`src/hw/ifpd_defs.svh`:
```
// Offsets, field positions, address codes and reset values for the IF divider register bank.
`ifndef IFPD_DEFS_SVH
`define IFPD_DEFS_SVH

// APB byte offsets.
`define IFPD_OFS_WORD 12'h000
`define IFPD_OFS_CTRL 12'h004
`define IFPD_OFS_COUNT 12'h008
`define IFPD_OFS_REF 12'h00C
`define IFPD_OFS_TEST 12'h010
`define IFPD_OFS_STAT 12'h014

// Serial word address codes, matched on the low bits.
`define IFPD_CNT_CODE 4'h7
`define IFPD_REF_CODE 5'h0F
`define IFPD_TST_CODE 6'h1F

// Counter and reference word fields.
`define IFPD_MAIN_LSB 4
`define IFPD_SWAL_LSB 13
`define IFPD_REFD_LSB 5

// Control and status bits.
`define IFPD_CTRL_DEF_BIT 0
`define IFPD_STAT_CNT_BIT 0
`define IFPD_STAT_REF_BIT 1
`define IFPD_STAT_TST_BIT 2
`define IFPD_STAT_BAD_BIT 3

// Reset values and built-in defaults.
`define IFPD_WORD_RST 24'h00_0000
`define IFPD_DEF_SWAL 4'h0
`define IFPD_DEF_MAIN 9'h0_40
`define IFPD_DEF_REFD 9'h0_10

`endif

```
`src/hw/ifpd_pkg.sv`:
```
// Types shared by the IF divider register bank.
package ifpd_pkg;

  typedef enum logic [3:0] {
    WD_NONE = 4'b0001,
    WD_CNT = 4'b0010,
    WD_REF = 4'b0100,
    WD_TST = 4'b1000
  } ifpd_word_e;

  typedef logic [23:0] ifpd_word_t;

endpackage : ifpd_pkg

```
`src/hw/ifpd_decode.sv`:
```
// Address decoder for a 24-bit serial control word.
`include "ifpd_defs.svh"
`timescale 1ns/1ps
`default_nettype none

module ifpd_decode (
  input wire logic [23:0] word, // Control word
  output ifpd_pkg::ifpd_word_e kind // Target register
);

  // Longest pattern of trailing ones is checked first so codes cannot alias.
  always_comb
  begin
    if (word[5:0] == `IFPD_TST_CODE)
    begin
      kind = ifpd_pkg::WD_TST;
    end
    else if (word[4:0] == `IFPD_REF_CODE)
    begin
      kind = ifpd_pkg::WD_REF;
    end
    else if (word[3:0] == `IFPD_CNT_CODE)
    begin
      kind = ifpd_pkg::WD_CNT;
    end
    else
    begin
      kind = ifpd_pkg::WD_NONE;
    end
  end

endmodule : ifpd_decode

`default_nettype wire

```
`src/hw/ifpd_regs.sv`:
```
// IF divider register bank with APB access and divider outputs.
`include "ifpd_defs.svh"
`timescale 1ns/1ps
`default_nettype none

// Summary of operation
// - Low bits 0111 select counter word.
// - Counter values used only when default_select clear.
// - Swallow count is four bits, 0 to 15.
// - Main count nine bits, never zero; zero is still loaded and sets bad_value.
// - Ratio is sixteen main plus swallow.
// - Low bits 01111 select reference word.
// - Reference value used only when default_select clear.
// - Reference divide nine bits, 2 to 511; 0 and 1 are still loaded and set bad_value.
// - Low bits 011111 select test word.
module ifpd_regs (
  input wire logic CLK, // 10 MHz clock
  input wire logic SRST, // Synchronous reset, high
  input wire logic PSEL, // APB select
  input wire logic PENABLE, // APB enable
  input wire logic PWRITE, // APB direction
  input wire logic [11:0] PADDR, // APB byte address
  input wire logic [31:0] PWDATA, // APB write data
  output logic [31:0] PRDATA, // APB read data
  output logic PREADY, // APB ready
  output logic PSLVERR, // APB error
  output logic [3:0] IF_SWALLOW, // Swallow count in use
  output logic [8:0] IF_MAIN, // Main count in use
  output logic [8:0] IF_REF_DIV, // Reference divide in use
  output logic [13:0] IF_RATIO, // Feedback ratio in use
  output logic TEST_ACTIVE, // Test word honoured
  output logic [23:0] TEST_WORD // Stored test word
);

  typedef struct packed {
    logic default_select;
    logic [3:0] swallow;
    logic [8:0] main_cnt;
    logic [8:0] ref_div;
    logic [23:0] test_word;
    logic test_seen;
    logic cnt_seen;
    logic ref_seen;
    logic bad_value;
    logic [31:0] rdata;
    logic err;
    logic [3:0] out_swallow;
    logic [8:0] out_main;
    logic [8:0] out_ref;
    logic [13:0] out_ratio;
    logic out_test;
  } ifpd_state_s;

  ifpd_state_s st;
  ifpd_state_s next_st;
  ifpd_pkg::ifpd_word_e kind;
  logic [23:0] wr_word;
  logic access;
  logic [3:0] eff_swallow;
  logic [8:0] eff_main;
  logic [8:0] eff_ref;

  // ---------------------------------------------------------------
  // Word decode
  // ---------------------------------------------------------------
  assign wr_word = PWDATA[23:0];
  assign access = PSEL & PENABLE;

  ifpd_decode u_decode (
    .word(wr_word),
    .kind(kind)
  );

  // Checks whether a counter word holds a legal pair of counts.
  function automatic logic cnt_ok(input logic [23:0] w);
    logic [3:0] a;
    logic [8:0] b;
    a = w[`IFPD_SWAL_LSB +: 4];
    b = w[`IFPD_MAIN_LSB +: 9];
    cnt_ok = (b != 9'h000) && ({5'h00, a} < b);
  endfunction : cnt_ok

  // ---------------------------------------------------------------
  // Effective divider values
  // ---------------------------------------------------------------
  always_comb
  begin
    if (!st.default_select)
    begin
      eff_swallow = st.swallow;
      eff_main = st.main_cnt;
      eff_ref = st.ref_div;
    end
    else
    begin
      eff_swallow = `IFPD_DEF_SWAL;
      eff_main = `IFPD_DEF_MAIN;
      eff_ref = `IFPD_DEF_REFD;
    end
  end

  // ---------------------------------------------------------------
  // Next state
  // ---------------------------------------------------------------
  always_comb
  begin
    next_st = st;
    next_st.err = 1'b0;
    if (PSEL && !PENABLE)
    begin
      next_st.rdata = 32'h0000_0000;
      unique case (PADDR)
        `IFPD_OFS_WORD:
        begin
          next_st.err = !PWRITE;
        end
        `IFPD_OFS_CTRL:
        begin
          next_st.rdata[`IFPD_CTRL_DEF_BIT] = st.default_select;
        end
        `IFPD_OFS_COUNT:
        begin
          next_st.rdata[23:0] = {7'h08, st.swallow, st.main_cnt, `IFPD_CNT_CODE};
          next_st.err = PWRITE;
        end
        `IFPD_OFS_REF:
        begin
          next_st.rdata[23:0] = {10'h0C2, st.ref_div, `IFPD_REF_CODE};
          next_st.err = PWRITE;
        end
        `IFPD_OFS_TEST:
        begin
          next_st.rdata[23:0] = st.test_word;
          next_st.err = PWRITE;
        end
        `IFPD_OFS_STAT:
        begin
          next_st.rdata[`IFPD_STAT_CNT_BIT] = st.cnt_seen;
          next_st.rdata[`IFPD_STAT_REF_BIT] = st.ref_seen;
          next_st.rdata[`IFPD_STAT_TST_BIT] = st.test_seen;
          next_st.rdata[`IFPD_STAT_BAD_BIT] = st.bad_value;
          next_st.err = PWRITE;
        end
        default:
        begin
          next_st.err = 1'b1;
        end
      endcase
    end
    if (access && PWRITE && !st.err)
    begin
      if (PADDR == `IFPD_OFS_CTRL)
      begin
        next_st.default_select = PWDATA[`IFPD_CTRL_DEF_BIT];
      end
      else if (PADDR == `IFPD_OFS_WORD)
      begin
        unique case (kind)
          ifpd_pkg::WD_CNT:
          begin
            next_st.swallow = wr_word[`IFPD_SWAL_LSB +: 4];
            next_st.main_cnt = wr_word[`IFPD_MAIN_LSB +: 9];
            next_st.cnt_seen = 1'b1;
            next_st.bad_value = st.bad_value | !cnt_ok(wr_word);
          end
          ifpd_pkg::WD_REF:
          begin
            next_st.ref_div = wr_word[`IFPD_REFD_LSB +: 9];
            next_st.ref_seen = 1'b1;
            next_st.bad_value = st.bad_value | (wr_word[`IFPD_REFD_LSB +: 9] < 9'h002);
          end
          ifpd_pkg::WD_TST:
          begin
            next_st.test_word = wr_word;
            next_st.test_seen = 1'b1;
          end
          ifpd_pkg::WD_NONE:
          begin
            next_st.err = 1'b0;
          end
        endcase
      end
      else if (PADDR == `IFPD_OFS_STAT)
      begin
        next_st.bad_value = 1'b0;
      end
    end
    next_st.out_swallow = eff_swallow;
    next_st.out_main = eff_main;
    next_st.out_ref = eff_ref;
    next_st.out_ratio = {1'b0, eff_main, 4'h0} + {10'h000, eff_swallow};
    next_st.out_test = !st.default_select && st.test_seen;
  end

  always_ff @(posedge CLK)
  begin
    if (SRST)
    begin
      st <= '0;
      st.default_select <= 1'b1;
    end
    else
    begin
      st <= next_st;
    end
  end

  // ---------------------------------------------------------------
  // Outputs
  // ---------------------------------------------------------------
  assign PREADY = PSEL & PENABLE;
  assign PSLVERR = access & st.err;
  assign PRDATA = st.rdata;
  assign IF_SWALLOW = st.out_swallow;
  assign IF_MAIN = st.out_main;
  assign IF_REF_DIV = st.out_ref;
  assign IF_RATIO = st.out_ratio;
  assign TEST_ACTIVE = st.out_test;
  assign TEST_WORD = st.test_word;

endmodule : ifpd_regs

`default_nettype wire

```
`config.mk`:
```
export PLATFORM = sky130hd
export DESIGN_NAME = ifpd_regs
export DESIGN_NICKNAME = d
export VERILOG_FILES = /design/src/hw/ifpd_pkg.sv /design/src/hw/ifpd_decode.sv /design/src/hw/ifpd_regs.sv
export VERILOG_INCLUDE_DIRS = /design/src /design/src/hw
export SDC_FILE = /design/constraint.sdc
export NUM_CORES = 1
export LEC_CHECK = 0
export BUFFER_PORTS_ARGS = -buffer_cell sky130_fd_sc_hd__buf_2
export CAP_MARGIN = 20
export CORE_MARGIN = 5
export CORE_UTILIZATION = 58
export CTS_BUF_LIST = sky130_fd_sc_hd__clkbuf_4
export DETAILED_ROUTE_END_ITERATION = 8
export PLACE_DENSITY = 0.95
export SYNTH_ARGS = -nofsm -noshare
export SYNTH_HDL_FRONTEND = slang
export SYNTH_HIERARCHICAL = 1
export SYNTH_SLANG_ARGS = --single-unit
```
`constraint.sdc`:
```
create_clock -name CLK -period 3.4 [get_ports CLK]
set_input_delay 0.17 -clock CLK [delete_from_list [all_inputs] [get_ports CLK]]
set_output_delay 0.17 -clock CLK [all_outputs]
set_load 0.1 [all_outputs]
```
==> impl_results.rst <==
.. list-table::
   :header-rows: 1

   * - Metric
     - Value
   * - Clock latency on the worst-skew pair
     - 0.47 ns
   * - Yosys warning total
     - 6
   * - Skew final
     - around 0.02 ns
   * - Main area contributors after synthesis
     - sky130_fd_sc_hd__dfxtp_1 41%, sky130_fd_sc_hd__buf_4 15%, sky130_fd_sc_hd__mux2i_1 6.4%, sky130_fd_sc_hd__a21oi_1 4.2%, sky130_fd_sc_hd__nand2b_1 4.0%
   * - Detailed-routed wire length on met2
     - between 5000 and 6000 um
   * - Max-slew headroom at the worst pin
     - 30.59%
   * - Setup violations, final
     - 0
   * - Pwr dens
     - approximately 380 mW/mm^2
   * - Total standard cell area after synthesis
     - roughly 0.0049 mm^2
   * - Sum of routed wire segments on met1
     - about 4600 um
   * - FP Rows
     - 33
   * - Worst hold endpoint
     - TEST_WORD[3]
   * - Worst Tran Pin Value
     - between 1 and 1.5 ns
   * - TritonCTS Buffers
     - 9
   * - Fin cells
     - about 700
   * - Initial Utilization
     - between 50% and 60%
   * - IO Port Bufs
     - about 130
   * - Reg2reg end
     - st[105]
   * - Number of enable flip-flop cells after synthesis
     - 0
   * - Global-route wire length before repair
     - just under 20000 um
   * - Worst Setup Start Kind
     - input port
   * - Uppermost routed layer
     - met4
   * - Maximum cell stage delay along the critical path
     - 0.56 ns
   * - Cell count after placement
     - about 660
   * - Core region area
     - 0.008217 mm^2
   * - Pin count of the biggest net entering global routing
     - 43
   * - Post-synth top area share
     - 40.57%
   * - Number of distinct standard cells referenced by the synthesized netlist
     - 51
   * - Seq cells post-synth
     - between 90 and 100
   * - Aggregate routed wire length
     - approximately 13000 um
   * - Final critical path time including I/O delays and setup
     - around 2.3 ns
   * - Leading register cell type out of synthesis
     - sky130_fd_sc_hd__dfxtp_1
   * - Arrival @ worst endpoint
     - about 2.7 ns
   * - Critical-path maximum fanout
     - 10
   * - Met3 wirelength from detailed routing
     - between 1000 and 1500 um
   * - Library cell used as clock root buffer
     - sky130_fd_sc_hd__clkbuf_4
   * - Unrepaired setup endpoints after global routing
     - no
   * - CTS clk-pin slew, worst paths
     - 0.16 ns
   * - Per-instance average area after synthesis
     - about 9.0 um^2
   * - Final routed wire length divided by cell count
     - 18.24 um
   * - Count of cells along the worst hold path
     - 3
   * - Ordered list of cells on the worst path
     - dlygate4sd3_1 > buf_2 > nand3_2 > a31o_1 > nor2_1 > and2_1 > nand3_1 > mux2i_1
   * - Maximum buffer depth of the clock tree
     - 2
   * - Cell with the biggest individual delay on the critical path
     - sky130_fd_sc_hd__nand3_1
   * - Worst vdd rail ir drop
     - between 0.2 and 0.25 mV
   * - Count of fill cells added during filler insertion
     - 673
   * - Global placer's final weighted congestion
     - between 0.9 and 1
   * - Setup slack of the most critical reg-to-reg path
     - 1.16 ns
   * - Path class of the lowest-slack min-delay path
     - input port to register
   * - Final total negative setup slack
     - 0 ns
   * - CTS-repair resized insts
     - 0
   * - Hold path startpoint
     - PWDATA[3]
   * - Most frequently used cell type in the post-synthesis netlist
     - sky130_fd_sc_hd__dfxtp_1
   * - Via Count
     - between 4000 and 5000
   * - Num Clock Sinks
     - 99
   * - Post-DP HPWL
     - roughly 9000 um
   * - DRC violation count after routing
     - 0
   * - Number of antenna violations at the first check in global routing
     - 1
   * - Vert. Die Dim
     - 101.8 um
   * - Crit end category
     - register
   * - Worst EP required
     - around 3.8 ns
   * - Final worst path period share
     - 66.73%
   * - Cell count of the worst reg-to-reg path
     - 4
   * - Dominant cell type by area after synthesis
     - sky130_fd_sc_hd__dfxtp_1
   * - Fmax achieved
     - ~440 MHz
   * - Residual overflow from global routing
     - 0
   * - Total Routing Usage GR
     - between 20% and 30%
   * - H-tree depth
     - 3
   * - Area grow syn2layout
     - 5.482%
   * - DIE AREA
     - 0.01036 mm^2
   * - Number of placed I/O pins
     - about 140
   * - Post-synthesis instance total
     - around 540
   * - Number of global-route vias before repair
     - roughly 3800
   * - Antenna violation net count after detailed routing
     - 0
   * - Startpoint of the worst-slack reg-to-reg timing path
     - st[37]
   * - Final Hold Violating Endpoints
     - 0
   * - Max-cap violations
     - 0
   * - Portion of the post-synthesis area used by sequential elements
     - between 40% and 50%
   * - List of most frequent post-synthesis cells
     - 99 x sky130_fd_sc_hd__dfxtp_1, 95 x sky130_fd_sc_hd__buf_4, 41 x sky130_fd_sc_hd__a21oi_1
   * - CTS tree
     - done
   * - Number of iterations in the first detailed-routing pass
     - 6
   * - Share of async-settable or async-resettable flops after synthesis
     - 0%
   * - Final-stage net count
     - 630
   * - Count of routing violations after the opening detailed-route iteration
     - between 500 and 600
   * - Die Width
     - 101.8 um
   * - Number of max-slew violations in the final report
     - 0
   * - Run status
     - finished clean
   * - Static Leakage
     - 2.228 nW
   * - Type of the worst setup path
     - input port to register
   * - Fraction of layout instances using a drive strength above 1
     - between 20 and 30%
   * - Via/cell ratio
     - 5.959
[metrics by stage]
step,hold WS [ns],util (%),setup slack (ns),total power (W),instance area (um^2)
final,0.0008701,62.71,1.131,0.001971,5152
after global routing,0.001483,62.71,1.042,0.002039,5152
after CTS,0.0001156,62.68,1.230,0.001963,5150
after detailed placement,0.4373,59.08,1.094,0.001398,4855
after global placement,0.4318,59.08,1.131,0.001392,4855
after floorplan,0.3228,-,1.493,0.001355,4915
[worst max path at each step]
stage / start / slack, ns / endpoint / cells past startpoint
2_1_floorplan: PADDR[8] / 1.49 / TEST_WORD[21] / 7
6_report: PWDATA[0] / 1.13 / st[108] / 8
5_1_grt: PWDATA[2] / 1.04 / st[110] / 8
4_1_cts: PWDATA[0] / 1.23 / st[113] / 8
3_3_place_gp: PADDR[8] / 1.13 / st[102] / 5
3_5_place_dp: PADDR[8] / 1.09 / st[105] / 5
[power breakdown]
group	switching [W]	internal [W]
logic	0.000166	0.0000615
registers	0.00000173	0.00116
clock network	0.000417	0.000160
total	0.000585	0.00139
[timing repair]
item                                   4_1_cts  5_1_grt
setup buffers                                0        0
endpoints found under the hold margin       20        0
hold buffers                                17        0
[worst max-delay path, delay by kind of cell]
family          cells  cell delay, ns
buf+inv             2            0.67
simple gates        4            1.17
mux                 1            0.38
compound gates      1            0.27
[final cells by class]
class / instances / area [um^2] / area share (%)
Clock buffer: 9 / 67.56 / 1.311
Inverter: 6 / 22.52 / 0.4371
Multi-Input combinational cell: 313 / 2043 / 39.66
Sequential cell: 99 / 1982 / 38.47
Clock inverter: 7 / 57.56 / 1.117
Timing Repair Buffer: 149 / 845.8 / 16.42
Tap cell: 105 / 131.4 / 2.550
Antenna cell: 1 / 2.502 / 0.04857
[logic make-up after synthesis]
group	Yosys count	share of synthesized area, %
fa+ha+maj	3	0.7685
simple gates	156	19.34
compound gates	114	14.27
mux	31	6.353
buf+inv	138	18.62
flops	99	40.57
other cells	1	0.07677
[registers in the layout (all words and copies together), names as in the netlist]
signal	flops
TEST_ACTIVE	1
PRDATA	24
IF_SWALLOW	3
IF_MAIN	9
IF_RATIO	1
st	28
TEST_WORD	24
IF_REF_DIV	9
[layout by cell type, fill, tap and decap left out, types with 13 or more instances in the layout]
cell type / n
sky130_fd_sc_hd__mux2i_1: 31
sky130_fd_sc_hd__and2_1: 22
sky130_fd_sc_hd__a21oi_1: 41
sky130_fd_sc_hd__nand3_1: 13
sky130_fd_sc_hd__buf_2: 126
sky130_fd_sc_hd__nand2b_1: 31
sky130_fd_sc_hd__dfxtp_1: 99
sky130_fd_sc_hd__nor2_1: 14
sky130_fd_sc_hd__o21ai_1: 20
sky130_fd_sc_hd__dlygate4sd3_1: 17
sky130_fd_sc_hd__o21ai_0: 17
sky130_fd_sc_hd__nand2_1: 15
sky130_fd_sc_hd__nand4_1: 29
[layer usage]
metal / global-route usage, % / up-vias
li1: - / 1885
met1: 30.10 / 1876
met2: 38.48 / 280
met3: 4.752 / 65
met4: 14.01 / 0
met5: 0 / -
(Power assumes the default switching activity.)
